### config.mk
export PLATFORM = sky130hd
export DESIGN_NAME = smc_top
export DESIGN_NICKNAME = d
export VERILOG_FILES = /design/src/hw/smc_pkg.sv /design/src/hw/smc_top.sv
export SDC_FILE = /design/constraint.sdc
export NUM_CORES = 1
export LEC_CHECK = 0
export BUFFER_PORTS_ARGS = -buffer_cell sky130_fd_sc_hd__buf_2
export CAP_MARGIN = 15
export CORE_MARGIN = 4
export CORE_UTILIZATION = 45
export DETAILED_ROUTE_END_ITERATION = 16
export PLACE_DENSITY_LB_ADDON = 0.1
export SLEW_MARGIN = 40
export SYNTH_ARGS = -nofsm -noshare
export SYNTH_HDL_FRONTEND = slang
export SYNTH_SLANG_ARGS = --single-unit
export TNS_END_PERCENT = 5
### constraint.sdc
create_clock -name MCLK -period 5.9 [get_ports MCLK]
set_clock_uncertainty 0.05 [all_clocks]
set_input_delay 0.59 -clock MCLK [delete_from_list [all_inputs] [get_ports MCLK]]
set_output_delay 0.59 -clock MCLK [all_outputs]
set_load 0.1 [all_outputs]
### src/hw/smc_pkg.sv
// Constants, types and helpers shared by the supply aware mode controller.
//------------------------------------------------------------------------
// Functional notes
//------------------------------------------------------------------------
package smc_pkg;

    localparam int          SMC_CH            = 4;
    localparam int          SMC_ADDR_W        = 8;

    // Register map, byte addresses.
    localparam logic [7:0]  SMC_ADDR_CTRL     = 8'h00;
    localparam logic [7:0]  SMC_ADDR_STATUS   = 8'h04;

    // Control register fields.
    localparam int          SMC_ON_LSB        = 0;
    localparam int          SMC_ROUTE_LSB     = 4;
    localparam int          SMC_SRST_BIT      = 8;
    localparam int          SMC_ERR_LSB       = 9;
    localparam logic [3:0]  SMC_ON_RESET      = 4'h0;
    localparam logic [2:0]  SMC_ROUTE_LOCK    = 3'h7;
    localparam logic [2:0]  SMC_ROUTE_RESET   = 3'h7;
    localparam logic [2:0]  SMC_ERR_RESET     = 3'h0;

    // Status register fields.
    localparam int          SMC_ST_MODE_LSB   = 0;
    localparam int          SMC_ST_CH_LSB     = 8;
    localparam int          SMC_ST_UV_BIT     = 12;
    localparam int          SMC_ST_POR_BIT    = 13;
    localparam int          SMC_ST_TRANS_BIT  = 14;
    localparam int          SMC_ST_LDONE_BIT  = 15;

    localparam logic [1:0]  SMC_RESP_OKAY     = 2'h0;
    localparam logic [1:0]  SMC_RESP_SLVERR   = 2'h2;

    // Delay from limp home entry to register reset.
    localparam int          SMC_CLK_PERIOD_NS = 10;
    localparam int          SMC_LIMP_RST_NS   = 1000;
    localparam int          SMC_LIMP_RST_CYC  =
        (SMC_LIMP_RST_NS + SMC_CLK_PERIOD_NS - 1) / SMC_CLK_PERIOD_NS;
    localparam int          SMC_CNT_W         = 16;

    typedef enum logic [4:0]
    {
        SMC_STANDBY = 5'h01,
        SMC_IDLE    = 5'h02,
        SMC_READY   = 5'h04,
        SMC_OPER    = 5'h08,
        SMC_LIMP    = 5'h10
    } smc_mode_type;

    typedef struct packed
    {
        logic logic_por_ok;
        logic bat_uv;
        logic bat_op;
        logic bat_transient;
    } smc_supply_type;

    // A channel switch-on request from the bus bits or the direct inputs.
    function automatic logic smc_request(input logic [SMC_CH-1:0] on_bits,
                                         input logic [SMC_CH-1:0] direct);
        smc_request = (|on_bits) | (|direct);
    endfunction

endpackage

### src/hw/smc_top.sv
// Operating mode controller with AXI4-Lite register access.
`timescale 1ns/100ps
module smc_top
(
    input  wire logic                           MCLK,
    input  wire logic                           RST,
    input  wire smc_pkg::smc_supply_type        SUPPLY,
    input  wire logic                           LIMP_HOME_INPUT,
    input  wire logic [smc_pkg::SMC_CH-1:0]     DIRECT_CHANNEL_INPUT,
    output logic      [smc_pkg::SMC_CH-1:0]     CHANNEL_ENABLE,
    output logic                                RETRY_CLEAR,
    output logic      [4:0]                     MODE,
    input  wire logic [smc_pkg::SMC_ADDR_W-1:0] S_AXI_AWADDR,
    input  wire logic                           S_AXI_AWVALID,
    output logic                                S_AXI_AWREADY,
    input  wire logic [31:0]                    S_AXI_WDATA,
    input  wire logic [3:0]                     S_AXI_WSTRB,
    input  wire logic                           S_AXI_WVALID,
    output logic                                S_AXI_WREADY,
    output logic      [1:0]                     S_AXI_BRESP,
    output logic                                S_AXI_BVALID,
    input  wire logic                           S_AXI_BREADY,
    input  wire logic [smc_pkg::SMC_ADDR_W-1:0] S_AXI_ARADDR,
    input  wire logic                           S_AXI_ARVALID,
    output logic                                S_AXI_ARREADY,
    output logic      [31:0]                    S_AXI_RDATA,
    output logic      [1:0]                     S_AXI_RRESP,
    output logic                                S_AXI_RVALID,
    input  wire logic                           S_AXI_RREADY
);

    //--------------------------------------------------------------------
    // Input synchronisers
    //--------------------------------------------------------------------
    localparam int SW = 5 + smc_pkg::SMC_CH;

    logic [SW-1:0]              sync1_reg;
    logic [SW-1:0]              sync2_reg;
    logic                       por_s;
    logic                       uvin_s;
    logic                       opin_s;
    logic                       trans_s;
    logic                       lhi_s;
    logic [smc_pkg::SMC_CH-1:0] din_s;

    always_ff @(posedge MCLK)
    begin
        sync1_reg <= {SUPPLY, LIMP_HOME_INPUT, DIRECT_CHANNEL_INPUT};
        sync2_reg <= sync1_reg;
    end

    assign {por_s, uvin_s, opin_s, trans_s, lhi_s, din_s} = sync2_reg;

    //--------------------------------------------------------------------
    // State
    //--------------------------------------------------------------------
    smc_pkg::smc_mode_type      mode_reg;
    smc_pkg::smc_mode_type      mode_next;
    logic                       uv_reg;
    logic                       uv_next;
    logic                       por_int_reg;
    logic [smc_pkg::SMC_CH-1:0] on_reg;
    logic [2:0]                 route_reg;
    logic [2:0]                 err_reg;
    logic [smc_pkg::SMC_CNT_W-1:0] limp_cnt_reg;
    logic                       aw_have_reg;
    logic                       w_have_reg;
    logic [smc_pkg::SMC_ADDR_W-1:0] awaddr_reg;
    logic [31:0]                wdata_reg;
    logic [3:0]                 wstrb_reg;
    logic [smc_pkg::SMC_CH-1:0] ch_next;

    //--------------------------------------------------------------------
    // Supply supervision
    //--------------------------------------------------------------------
    // latch undervoltage until operating level
    assign uv_next = uvin_s ? 1'b1 : (opin_s ? 1'b0 : uv_reg);

    wire limp_done  = (limp_cnt_reg ==
                       smc_pkg::SMC_CNT_W'(smc_pkg::SMC_LIMP_RST_CYC));
    // registers held at default without logic supply
    wire reg_clear  = ~por_s | limp_done;

    //--------------------------------------------------------------------
    // Mode decision
    //--------------------------------------------------------------------
    // route 111 locks channels off outside limp home
    wire route_lock = (route_reg == smc_pkg::SMC_ROUTE_LOCK);
    wire request    = smc_pkg::smc_request(on_reg, din_s);
    wire limp_req   = lhi_s & ~trans_s;

    // mode from limp, inputs, route, bits
    assign mode_next = limp_req   ? smc_pkg::SMC_LIMP :
                       route_lock ? (request ? smc_pkg::SMC_READY
                                             : smc_pkg::SMC_STANDBY) :
                       (request ? smc_pkg::SMC_OPER : smc_pkg::SMC_IDLE);

    wire ch_allow = ~uv_next & ~trans_s;

    always_comb
    begin
        ch_next = '0;
        case (mode_next)
            smc_pkg::SMC_LIMP: ch_next = ch_allow ? din_s : '0;
            smc_pkg::SMC_OPER: ch_next = ch_allow ? (on_reg | din_s) : '0;
            // stand-by, idle and ready hold outputs off
            default:           ch_next = '0;
        endcase
    end

    always_ff @(posedge MCLK)
    begin
        if (RST)
        begin
            mode_reg       <= smc_pkg::SMC_STANDBY;
            uv_reg         <= 1'b1;
            por_int_reg    <= 1'b0;
            CHANNEL_ENABLE <= '0;
            RETRY_CLEAR    <= 1'b1;
            MODE           <= smc_pkg::SMC_STANDBY;
        end
        else
        begin
            mode_reg       <= mode_next;
            MODE           <= mode_next;
            uv_reg         <= uv_next;
            por_int_reg    <= por_s & opin_s & ~uvin_s;
            CHANNEL_ENABLE <= ch_next;
            // retry counters cleared without logic supply
            RETRY_CLEAR    <= ~por_s;
        end
    end

    // delay counter from limp home entry
    always_ff @(posedge MCLK)
    begin
        if (RST || mode_reg != smc_pkg::SMC_LIMP)
            limp_cnt_reg <= '0;
        else if (!limp_done)
            limp_cnt_reg <= limp_cnt_reg + 1'b1;
    end

    //--------------------------------------------------------------------
    // Bus access policy
    //--------------------------------------------------------------------
    wire in_limp    = (mode_reg == smc_pkg::SMC_LIMP);
    wire in_standby = (mode_reg == smc_pkg::SMC_STANDBY);
    // transient rejects commands except in stand-by, or with route 111 outside ready and limp home
    wire trans_rej  = trans_s & ~in_standby &
                      (~route_lock | in_limp | mode_reg == smc_pkg::SMC_READY);
    // no bus function without logic supply
    wire rd_reject  = ~por_s | trans_rej;
    wire wr_reject  = rd_reject | in_limp;

    wire wr_fire    = aw_have_reg & w_have_reg & ~S_AXI_BVALID;
    wire wr_ctrl    = (awaddr_reg == smc_pkg::SMC_ADDR_CTRL);
    wire wr_ok      = wr_fire & wr_ctrl & ~wr_reject;
    wire soft_rst   = wr_ok & wstrb_reg[1] & wdata_reg[smc_pkg::SMC_SRST_BIT];

    //--------------------------------------------------------------------
    // AXI4-Lite write channel
    //--------------------------------------------------------------------
    always_ff @(posedge MCLK)
    begin
        if (RST)
        begin
            aw_have_reg   <= 1'b0;
            w_have_reg    <= 1'b0;
            awaddr_reg    <= '0;
            wdata_reg     <= '0;
            wstrb_reg     <= '0;
            S_AXI_AWREADY <= 1'b0;
            S_AXI_WREADY  <= 1'b0;
            S_AXI_BVALID  <= 1'b0;
            S_AXI_BRESP   <= smc_pkg::SMC_RESP_OKAY;
        end
        else
        begin
            S_AXI_AWREADY <= ~aw_have_reg & ~(S_AXI_AWVALID & S_AXI_AWREADY);
            S_AXI_WREADY  <= ~w_have_reg & ~(S_AXI_WVALID & S_AXI_WREADY);
            if (S_AXI_AWVALID && S_AXI_AWREADY)
            begin
                aw_have_reg <= 1'b1;
                awaddr_reg  <= S_AXI_AWADDR;
            end
            if (S_AXI_WVALID && S_AXI_WREADY)
            begin
                w_have_reg <= 1'b1;
                wdata_reg  <= S_AXI_WDATA;
                wstrb_reg  <= S_AXI_WSTRB;
            end
            if (wr_fire)
            begin
                aw_have_reg  <= 1'b0;
                w_have_reg   <= 1'b0;
                S_AXI_BVALID <= 1'b1;
                S_AXI_BRESP  <= wr_ok ? smc_pkg::SMC_RESP_OKAY
                                      : smc_pkg::SMC_RESP_SLVERR;
            end
            else if (S_AXI_BREADY)
                S_AXI_BVALID <= 1'b0;
        end
    end

    //--------------------------------------------------------------------
    // Control register
    //--------------------------------------------------------------------
    always_ff @(posedge MCLK)
    begin
        if (RST)
        begin
            on_reg    <= smc_pkg::SMC_ON_RESET;
            route_reg <= smc_pkg::SMC_ROUTE_RESET;
            err_reg   <= smc_pkg::SMC_ERR_RESET;
        end
        // logic supply low holds registers in reset
        else if (reg_clear)
        begin
            on_reg    <= smc_pkg::SMC_ON_RESET;
            route_reg <= smc_pkg::SMC_ROUTE_RESET;
            err_reg   <= smc_pkg::SMC_ERR_RESET;
        end
        // soft reset spares error route field
        else if (soft_rst)
        begin
            on_reg    <= smc_pkg::SMC_ON_RESET;
            route_reg <= smc_pkg::SMC_ROUTE_RESET;
        end
        else if (wr_ok)
        begin
            if (wstrb_reg[0])
            begin
                on_reg    <= wdata_reg[smc_pkg::SMC_ON_LSB +: smc_pkg::SMC_CH];
                route_reg <= wdata_reg[smc_pkg::SMC_ROUTE_LSB +: 3];
            end
            if (wstrb_reg[1])
                err_reg <= wdata_reg[smc_pkg::SMC_ERR_LSB +: 3];
        end
    end

    //--------------------------------------------------------------------
    // AXI4-Lite read channel
    //--------------------------------------------------------------------
    logic [31:0] ctrl_word;
    logic [31:0] status_word;

    always_comb
    begin
        ctrl_word = '0;
        ctrl_word[smc_pkg::SMC_ON_LSB +: smc_pkg::SMC_CH] = on_reg;
        ctrl_word[smc_pkg::SMC_ROUTE_LSB +: 3]            = route_reg;
        ctrl_word[smc_pkg::SMC_ERR_LSB +: 3]              = err_reg;
        status_word = '0;
        status_word[smc_pkg::SMC_ST_MODE_LSB +: 5]        = mode_reg;
        status_word[smc_pkg::SMC_ST_CH_LSB +: smc_pkg::SMC_CH] = CHANNEL_ENABLE;
        status_word[smc_pkg::SMC_ST_UV_BIT]               = uv_reg;
        status_word[smc_pkg::SMC_ST_POR_BIT]              = por_int_reg;
        status_word[smc_pkg::SMC_ST_TRANS_BIT]            = trans_s;
        status_word[smc_pkg::SMC_ST_LDONE_BIT]            = limp_done;
    end

    wire rd_fire   = S_AXI_ARVALID & S_AXI_ARREADY;
    wire rd_ctrl   = (S_AXI_ARADDR == smc_pkg::SMC_ADDR_CTRL);
    wire rd_status = (S_AXI_ARADDR == smc_pkg::SMC_ADDR_STATUS);
    wire rd_ok     = ~rd_reject & (rd_ctrl | rd_status);

    always_ff @(posedge MCLK)
    begin
        if (RST)
        begin
            S_AXI_ARREADY <= 1'b0;
            S_AXI_RVALID  <= 1'b0;
            S_AXI_RDATA   <= '0;
            S_AXI_RRESP   <= smc_pkg::SMC_RESP_OKAY;
        end
        else
        begin
            S_AXI_ARREADY <= ~S_AXI_RVALID & ~rd_fire;
            if (rd_fire)
            begin
                S_AXI_RVALID <= 1'b1;
                S_AXI_RDATA  <= ~rd_ok ? 32'h0000_0000 :
                                (rd_ctrl ? ctrl_word : status_word);
                S_AXI_RRESP  <= rd_ok ? smc_pkg::SMC_RESP_OKAY
                                      : smc_pkg::SMC_RESP_SLVERR;
            end
            else if (S_AXI_RREADY)
                S_AXI_RVALID <= 1'b0;
        end
    end

    //--------------------------------------------------------------------
    // Assertions
    //--------------------------------------------------------------------
    por_clear_a: assert property (@(posedge MCLK) disable iff (RST)
        !por_s |=> (on_reg == smc_pkg::SMC_ON_RESET &&
                    route_reg == smc_pkg::SMC_ROUTE_RESET))
        else $error("registers not defaulted without logic supply");

    retry_clr_a: assert property (@(posedge MCLK) disable iff (RST)
        !por_s |=> RETRY_CLEAR)
        else $error("retry clear missing without logic supply");

    uv_off_a: assert property (@(posedge MCLK) disable iff (RST)
        uvin_s |=> (CHANNEL_ENABLE == '0) ##1 (CHANNEL_ENABLE == '0 || opin_s))
        else $error("channel on during battery undervoltage");

    trans_rej_a: assert property (@(posedge MCLK) disable iff (RST)
        (wr_fire && trans_s && !route_lock && !in_standby && !reg_clear)
        |=> (S_AXI_BVALID && S_AXI_BRESP == smc_pkg::SMC_RESP_SLVERR && $stable(on_reg)))
        else $error("write accepted during battery transient");

    trans_nolimp_a: assert property (@(posedge MCLK) disable iff (RST)
        trans_s |=> (mode_reg != smc_pkg::SMC_LIMP && CHANNEL_ENABLE == '0))
        else $error("limp home or channel on during battery transient");

    lock_off_a: assert property (@(posedge MCLK) disable iff (RST)
        (route_lock && !limp_req) |=> (CHANNEL_ENABLE == '0))
        else $error("channel on while route locked");

    limp_follow_a: assert property (@(posedge MCLK) disable iff (RST)
        (limp_req && !uv_next) |=> (CHANNEL_ENABLE == $past(din_s)))
        else $error("limp home output does not follow input");

    idle_oper_a: assert property (@(posedge MCLK) disable iff (RST)
        (!limp_req && !route_lock && request) |=> (MODE == smc_pkg::SMC_OPER))
        else $error("switch-on request did not reach operative mode");

    limp_wr_a: assert property (@(posedge MCLK) disable iff (RST)
        (wr_fire && in_limp && !reg_clear)
        |=> (S_AXI_BRESP == smc_pkg::SMC_RESP_SLVERR && $stable(on_reg)))
        else $error("write taken in limp home");

    soft_keep_a: assert property (@(posedge MCLK) disable iff (RST)
        (soft_rst && !reg_clear) |=> ($stable(err_reg) && route_reg == smc_pkg::SMC_ROUTE_RESET))
        else $error("soft reset disturbed error route field");

endmodule // smc_top

==> results of run 1 <==
## critical path: cells and delay by family, from the launching register on
family / cells / cell delay [ns]
compound gates: 2 / 0.75
flops: 1 / 0.39
simple gates: 3 / 1.11
## metrics by stage
step / setup slack, ns / power, W / cells / instance area [µm²] / hold slack, ns
final: 3.53 / 0.00131 / 588 / 4460 / 0.256
after global routing: 3.32 / 0.00136 / 588 / 4460 / 0.229
after CTS: 3.30 / 0.00133 / 588 / 4460 / 0.234
after detailed placement: 2.96 / 0.000886 / 572 / 4240 / 0.262
after global placement: 3.02 / 0.000884 / 572 / 4230 / 0.262
after floorplan: 3.27 / 0.000865 / 426 / 3930 / 0.260
## layer usage
layer	wire length, µm	vias to the layer above	GRT usage
met3	493	10	0.0464
met1	3780	1381	0.220
met2	3710	77	0.256
met4	119	0	0.0508
met5	0	-	0
li1	-	1504	-
## power by group through the flow
stage	clock (W)	combinational [W]	sequential [W]
CTS	0.000456	0.000157	0.000713
finish	0.000437	0.000157	0.000713
floorplan	0	0.000103	0.000762
global placement	0	0.000156	0.000728
global route	0.000478	0.000168	0.000716
detailed placement	0	0.000157	0.000729
## cells in the mapped netlist (2+ instances only)
master	instances	area, µm²
dfxtp_1	101	2020
nand2_1	53	199
nor2_1	44	165
a21oi_1	35	175
buf_4	20	150
clkbuf_1	15	56.3
nand3_1	14	70.1
a22oi_1	13	97.6
xor2_1	13	114
nor3_1	10	50.1
mux2_2	8	90.1
mux2i_1	7	70.1
nand4_1	7	43.8
inv_1	6	22.5
nand2b_1	6	37.5
nor4_1	6	37.5
and2_1	4	25.0
and3_1	4	25.0
nor3b_1	4	30.0
or3_1	4	25.0
a21bo_2	3	30.0
and4_1	3	26.3
xnor2_1	3	26.3
a2111oi_4	2	55.1
a32oi_1	2	17.5
ha_1	2	25.0
nor2b_1	2	12.5
o21ai_0	2	10.0
o21bai_1	2	15.0
## final cells by class
class / count / area, µm²
clock inverters: 7 / 91.3
flip-flops and latches: 101 / 2020
clock buffers: 9 / 124
multi-input cells: 284 / 1690
repair buffers: 76 / 383
well taps: 105 / 131
fillers: 774 / 3840
inverters: 6 / 22.5
## worst paths after layout
check                          start              to  slack (ns)  cells past startpoint
max reg2reg            S_AXI_ARREADY  S_AXI_RDATA[5]        3.53                      5
max                    S_AXI_ARREADY  S_AXI_RDATA[5]        3.53                      5
min reg2reg             sync1_reg[5]    sync2_reg[5]        0.29                      0
min          DIRECT_CHANNEL_INPUT[1]    sync1_reg[1]        0.26                      1
## cells by family (layout without fill, tap and decap cells)
group / count (synthesis) / after routing
xor+xnor: 16 / 16
flops: 101 / 101
mux: 15 / 15
fa+ha+maj: 2 / 2
simple gates: 168 / 168
compound gates: 64 / 64
buf+inv: 41 / 98
other cells: 1 / 19
==> summary.txt, run 1 <==
Worst setup SP type: flip-flop
PwrDens: 293 nW/µm²
fin crit period: 2.37 ns
internal power: 0.000902 W
TritonCTS Buffers: 9
nets: 548
share of cells above drive strength 1: 0.230
mux cell area share after synthesis: 0.0415
Die Y: 101 µm
vias per cell: 5.05
initial antenna violation count: 0
CP cell instances: nand2_1 > or3_4 > a211oi_4 > a32oi_1 > nor2_1
CP Data Arrival Time: 2.63 ns
Slew @ Worst Pin: 0.707 ns
simple-gate share of the synthesized area: 0.212
PortBufs: 76
worst-path fanout max: 17
cts hold-fix bufs: 0
Resize count post-CTS: 0
post-synthesis compound-gate area fraction: 0.120
WS Path Type: flip-flop to flip-flop
fin crit share: 0.402
Longest Clk Path Bufs: 2
Post-DRT Antenna Nets: 0
combinational power share: 0.120
largest family of logic cells by synthesized area: simple AND/OR/NAND/NOR gates
I/O pin count: 119
final setup vio count: 0
total grt overflow: 0
Yosys warning total: 0
Post-synth top flop: dfxtp_1
drt drc: 0
XOR/XNOR share of the synthesized area: 0.0363
clk_lat worst skew: 0.37 ns
full die area: 10100 µm²
Fin. Hold Viols: 0
sequential area share after synthesis: 0.524
setup_tns: 0 ns
FF+latch count, synth: 101
asr flop ratio synth: 0
RSZ-0062 raised after global routing: no
Highest Clock Rate: 422 MHz
max-cap violations: 0
max FFs per register: 16
CP required: 6.16 ns
CTS H-tree lvls: 3
Rows: 33
synthesized instance count: 408
sw frac: 0.311
first-pass GRT wire length: 13200 µm
Die Wd: 101 µm
slew margin rel.: 0.529
vias in the first global route: 2813
CP Capture Type: flip-flop
final wirelength: 8090 µm
slowest stage cell, crit path: or3_4
Avg WL per Cell: 13.8 µm
Clock Sink Count: 101
Detailed Routing Iterations Pass 1: 4
syn_area_per_cell: 9.46 µm²
commonest non-fill, non-tap cell in the layout: dfxtp_1
area of the mapped netlist: 3860 µm²
fraction of the mapped netlist area in adder cells: 0.00649
Flop pwr share: 0.545
most frequent cells in the layout: dfxtp_1 (101), buf_2 (75), nand2_1 (53)
Worst VDD drop: 0.000154 V
HPWL after detailed placement: 5980 µm
CTS tree: built
Distinct cells, synth: 42
final core area utilization: 0.538
DR vias: 2972
status: finished, final reports clean
NetSw: 0.000406 W
leakage: 1.81 nW
starting density of the core: 0.465
area grow syn2layout: 15.7%
post-CTS setup buffers: 0
Post-synth EDFFs: 0
DR iter-0 viols: 91
core box area: 8300 µm²
Root Driver: clkbuf_8
n_diodes: 0
Hold Path Class: primary input to flip-flop
clock power share: 0.334
largest net degree at the start of global routing: 54
slowest stage delay, CP: 0.58 ns
gpl congestion: 0.742
clk slew on worst S/H paths: 0.12 ns
final slew viol count: 0
All-Layer GR Usage: 0.164
No activity file was read; power rests on OpenSTA's default activity.
==> run 2, diff against run 1 <==
--- a/config.mk
+++ b/config.mk
@@ -5,6 +5,7 @@
 export SDC_FILE = /design/constraint.sdc
 export NUM_CORES = 1
 export LEC_CHECK = 0
+export ABC_AREA = 1
 export BUFFER_PORTS_ARGS = -buffer_cell sky130_fd_sc_hd__buf_2
 export CAP_MARGIN = 15
 export CORE_MARGIN = 4
==> constraint.sdc (replaced) <==
create_clock -name MCLK -period 2.3 [get_ports MCLK]
set_clock_uncertainty 0.05 [all_clocks]
set_input_delay 0.23 -clock MCLK [delete_from_list [all_inputs] [get_ports MCLK]]
set_output_delay 0.23 -clock MCLK [all_outputs]
set_load 0.1 [all_outputs]
==> summary.txt, run 2 <==
Setup crit end: route_reg[0]
DR iter-0 viols: 71
Worst setup SP type: flip-flop
Clock Sink Count: 101
post-route setup slack: 0.509 ns
most frequent cells in the layout: nor2_1 (102), dfxtp_1 (101), nand2_1 (76), buf_2 (76), inv_1 (72)
fin crit period: 1.79 ns
Highest Clock Rate: 558 MHz
initial antenna violation count: 0
n_diodes: 0
max FFs per register: 16
CP cell instances: inv_1 > ha_1 > nand4_1 > nor2_1 > nand2_1 > inv_1 > nor2_1 > o21ai_2 > inv_1 > nand2_1
worst-path fanout max: 5
first-pass GRT wire length: 14400 µm
area leader, netlist: dfxtp_1
Avg WL per Cell: 11.7 µm
area grow syn2layout: 16.5%
final core area utilization: 0.543
Root Driver: clkbuf_8
DR vias: 3454
max-cap violations: 0
clk_lat worst skew: 0.37 ns
critical path buffer and inverter count: 3
synthesized instance count: 536
RSZ-0062 raised after global routing: no
Detailed Routing Iterations Pass 1: 4
gpl congestion: 0.861
Post-synth EDFFs: 0
Post-synth top flop: dfxtp_1
fin crit share: 0.779
most common cell in the synthesized netlist: nor2_1
Die Y: 103 µm
CP Capture Type: flip-flop
sequential area share after synthesis: 0.495
setup_tns: 0 ns
TritonCTS Buffers: 9
Resize count post-CTS: 0
All-Layer GR Usage: 0.172
grt met3 use: 0.0369
Yosys warning total: 0
drt drc: 0
Die Wd: 103 µm
core box area: 8760 µm²
Crit path depth: 10
vias in the first global route: 3219
crit path from: limp_cnt_reg[1]
FF+latch count, synth: 101
share of cells above drive strength 1: 0.192
Worst VDD drop: 0.000412 V
syn_area_per_cell: 7.62 µm²
largest net degree at the start of global routing: 23
final wirelength: 8600 µm
clk slew on worst S/H paths: 0.10 ns
vias per cell: 4.71
final setup vio count: 0
commonest non-fill, non-tap cell in the layout: nor2_1
CTS H-tree lvls: 3
r2r worst-path depth: 10
Synth area leaders: dfxtp_1 (50%), nor2_1 (9.4%), nand2_1 (7.0%)
grt met1 use: 0.226
asr flop ratio synth: 0
status: finished, final reports clean
WS Path Type: flip-flop to flip-flop
area of the mapped netlist: 4080 µm²
final slew viol count: 0
Rows: 34
full die area: 10700 µm²
Tot Pwr: 0.00337 W
Hold Path Class: primary input to flip-flop
Worst R2R Setup Slack: 0.51 ns
R2R Path Start: limp_cnt_reg[1]
Slew @ Worst Pin: 0.516 ns
slowest stage delay, CP: 0.35 ns
slew margin rel.: 0.655
starting density of the core: 0.466
Synth top cells by count: nor2_1 (102), dfxtp_1 (101), nand2_1 (76)
Yosys top cell area share: 0.495
slowest stage cell, crit path: dfxtp_1
Fin. Hold Viols: 0
nets: 691
CP Data Arrival Time: 2.00 ns
HPWL after detailed placement: 6470 µm
Final Hold Slack: 0.0627 ns
PortBufs: 76
I/O pin count: 119
delay-heaviest family, CP: simple AND/OR/NAND/NOR gates
CP dominant cell by count: inv_1
pre-CTS setup slack: 0.542 ns
Worst R2R End: route_reg[0]
Longest Clk Path Bufs: 2
CP required: 2.51 ns
Distinct cells, synth: 32
Post-DRT Antenna Nets: 0
GRT busiest layer: met2
PwrDens: 709 nW/µm²
leakage: 2.19 nW
CTS tree: built
total grt overflow: 0
routing usage on met2: 0.275
==> run 2: cell count changes after synthesis, sizes merged, moves of 6 or more <==
| cell | delta |
|---|---|
| nor2 | +62 |
| a22oi | -13 |
| mux2 | -8 |
| inv | +69 |
| nand4 | +10 |
| mux2i | -7 |
| xor2 | -13 |
| nand2 | +24 |
| nand2b | -6 |
| nand3 | +8 |
| clkbuf | -8 |
| o21ai | +38 |
==> run 2: worst min-delay path by stage <==
stage | endpoint | startpoint | cells past startpoint
global placement | sync2_reg[1] | sync1_reg[1] | 0
detailed placement | sync2_reg[5] | sync1_reg[5] | 0
finish | awaddr_reg[6] | S_AXI_AWADDR[6] | 3
global route | S_AXI_BVALID | S_AXI_BREADY | 4
CTS | S_AXI_RVALID | S_AXI_RREADY | 4
floorplan | sync1_reg[0] | DIRECT_CHANNEL_INPUT[0] | 0
==> run 2: what timing repair did <==
action / in CTS / in global routing
buffers inserted: 0 / 0
endpoints found under the hold margin: 9 / 0
hold buffers: 9 / 0
==> run 2: kinds of logic after synthesis <==
logic type	count (synthesis)	synth area share
buffers and inverters	108	0.122
AO/OA/AOI/OAI	80	0.103
adder cells (fa/ha/maj)	2	0.00613
other	1	0.000919
flip-flops	101	0.495
AND/OR/NAND/NOR	244	0.273
==> run 2: metrics by stage <==
step | instances | area, µm²
floorplan | 554 | 4150
global placement | 709 | 4480
detailed placement | 709 | 4480
CTS | 734 | 4760
global route | 734 | 4760
finish | 734 | 4760
==> run 2: routing by layer <==
layer | wire length [µm] | part of all wire | vias up
met5 | 0 | 0 | -
met4 | 199 | 0.023 | 0
met3 | 556 | 0.065 | 19
met2 | 3820 | 0.44 | 93
met1 | 4020 | 0.47 | 1509
li1 | - | - | 1833
==> run 2: where the power goes <==
| part | leakage, nW | internal, W | switching (W) | total (W) |
|---|---|---|---|---|
| logic | 1.26 | 0.0000935 | 0.000353 | 0.000446 |
| clock network | 0.0954 | 0.000443 | 0.000642 | 0.00108 |
| registers | 0.827 | 0.00181 | 0.0000321 | 0.00184 |
==> run 2: worst min-delay path: cells and delay by family <==
family | cells | cell delay (ns)
compound gates | 1 | 0.07
buf+inv | 1 | 0.07
simple gates | 1 | 0.08
==> run 2: layout make-up <==
type,count,area (µm²)
Timing Repair Buffer,88,493
Clock inverter,6,53.8
Sequential cell,101,2020
Inverter,76,285
Tap cell,108,135
Fill cell,862,4010
Clock buffer,10,138
Multi-Input combinational cell,345,1630
==> run 3, diff against run 2 <==
--- a/config.mk
+++ b/config.mk
@@ -5,7 +5,7 @@
 export SDC_FILE = /design/constraint.sdc
 export NUM_CORES = 1
 export LEC_CHECK = 0
-export ABC_AREA = 1
+export ABC_AREA = 0
 export BUFFER_PORTS_ARGS = -buffer_cell sky130_fd_sc_hd__buf_2
 export CAP_MARGIN = 15
 export CORE_MARGIN = 4
==> constraint.sdc (replaced) <==
create_clock -name MCLK -period 1.45 [get_ports MCLK]
set_clock_uncertainty 0.05 [all_clocks]
set_input_delay 0.145 -clock MCLK [delete_from_list [all_inputs] [get_ports MCLK]]
set_output_delay 0.145 -clock MCLK [all_outputs]
set_load 0.1 [all_outputs]
==> summary.txt, run 3 (synthesis results as in run 1) <==
status: complete, but fails checks
violated checks: setup timing
clock power share: 0.344
drt drc: 0
most frequent cells in the layout: dfxtp_1 (93), buf_2 (69), buf_4 (69)
I/O pin count: 119
combinational power share: 0.142
Post-DRT Antenna Nets: 0
Rows: 33
slowest stage cell, crit path: o41a_4
fin crit share: 1.28
internal power: 0.00395 W
clk_lat worst skew: 0.37 ns
All-Layer GR Usage: 0.186
Avg WL per Cell: 13.5 µm
CP cell instances: nand2b_4 > o41a_4 > a2111oi_4 > buf_4 > mux2i_1 > nand3_1
starting density of the core: 0.465
critical path buffer and inverter count: 1
Hold Path Class: primary input to flip-flop
clk slew on worst S/H paths: 0.10 ns
largest net degree at the start of global routing: 28
area grow syn2layout: 41.3%
Fill cells: 689
nets: 648
WS Path Type: flip-flop to flip-flop
DR iter-0 viols: 110
CTS tree: built
final setup vio count: 43
leakage: 2.32 nW
DR vias: 3379
final slew viol count: 0
total grt overflow: 0
CP Data Arrival Time: 2.05 ns
Highest Clock Rate: 540 MHz
R2R Path Start: mode_reg[4]
crit path from: mode_reg[4]
CTS H-tree lvls: 3
Die Y: 101 µm
fin crit period: 1.85 ns
pre-CTS setup slack: -0.585 ns
Clock Sink Count: 101
HPWL after detailed placement: 6630 µm
final core area utilization: 0.657
RSZ-0062 raised after global routing: yes
Flop pwr share: 0.514
Worst VDD drop: 0.000604 V
PwrDens: 1030 nW/µm²
worst-path fanout max: 4
gpl congestion: 0.797
slowest stage delay, CP: 0.38 ns
sw frac: 0.299
full die area: 10100 µm²
vias in the first global route: 3105
n_diodes: 0
vias per cell: 4.91
Detailed Routing Iterations Pass 1: 4
Worst setup SP type: flip-flop
Die Wd: 101 µm
max-cap violations: 0
CP required: 1.65 ns
Root Driver: clkbuf_8
post-route setup slack: -0.402 ns
commonest non-fill, non-tap cell in the layout: dfxtp_1
final wirelength: 9280 µm
NetSw: 0.00168 W
max FFs per register: 16
TritonCTS Buffers: 9
first-pass GRT wire length: 14800 µm
core box area: 8300 µm²
Longest Clk Path Bufs: 2
delay-heaviest family, CP: compound AO/OA/AOI/OAI gates
Worst Hold Launch: S_AXI_ARADDR[2]
initial antenna violation count: 0
Fin. Hold Viols: 0
PortBufs: 76
post-CTS setup buffers: 0
CP Capture Type: flip-flop
share of cells above drive strength 1: 0.338
==> run 3: cell count changes in the layout (fill, tap and decap cells not counted), sizes merged, moves of 10 or more <==
cell	before	now
nor2	106	44
nand4	17	7
inv	78	9
dlygate4sd3	9	33
nand2	77	53
buf	79	143
xor2	0	13
a22oi	0	13
o21ai	40	2
==> run 3: final cells by class <==
type,instances,area [µm²],share of cell area
inverters,6,22.5,0.00413
well taps,105,131,0.0241
clock buffers,9,124,0.0227
repair buffers,176,1260,0.231
flip-flops and latches,101,2050,0.376
multi-input cells,284,1760,0.324
clock inverters,7,103,0.0188
==> run 3: tightest hold or removal path, cell delays in order <==
cell and delay [ns]:
buf_2 0.13, inv_1 0.07, a32oi_1 0.09, nor2_1 0.07
==> run 3: worst paths after layout <==
kind | to | slack (ns) | cells past startpoint
max | route_reg[1] | -0.40 | 6
min | S_AXI_RDATA[5] | 0.12 | 4
max reg2reg | route_reg[1] | -0.40 | 6
min reg2reg | sync2_reg[6] | 0.29 | 0
==> run 3: through the flow <==
step / hold slack [ns] / power [W] / TNS (ns) / instance area [µm²] / instances
6_report: 0.119 / 0.00563 / -9.57 / 5450 / 688
5_1_grt: 0.118 / 0.00586 / -13.04 / 5450 / 688
4_1_cts: 0.0920 / 0.00569 / -9.70 / 5430 / 688
3_5_place_dp: 0.199 / 0.00366 / -15.71 / 4780 / 639
3_3_place_gp: 0.198 / 0.00366 / -15.05 / 4780 / 639
2_1_floorplan: 0.123 / 0.00351 / -25.79 / 3960 / 426
==> run 3: timing repair <==
item                                    in CTS  in global routing
gates resized for setup                     20                  6
pin swaps                                   22                  4
endpoints found under the hold margin       33                  0
endpoints found under the setup margin      50                 47
hold buffers                                33                  0
==> run 3: power by group through the flow <==
stage | logic, W | registers [W] | clock network (W)
after floorplan | 0.000419 | 0.00310 | 0
after global routing | 0.000849 | 0.00291 | 0.00211
after global placement | 0.000704 | 0.00295 | 0
final | 0.000802 | 0.00289 | 0.00194
after detailed placement | 0.000709 | 0.00295 | 0
after CTS | 0.000796 | 0.00289 | 0.00200
==> run 3: per-layer routing <==
metal / track usage / up-vias / part of all wire
met5: 0 / - / 0
met4: 0.0560 / 0 / 0.013
met3: 0.0491 / 10 / 0.050
met2: 0.316 / 93 / 0.50
met1: 0.230 / 1571 / 0.44
li1: - / 1705 / -
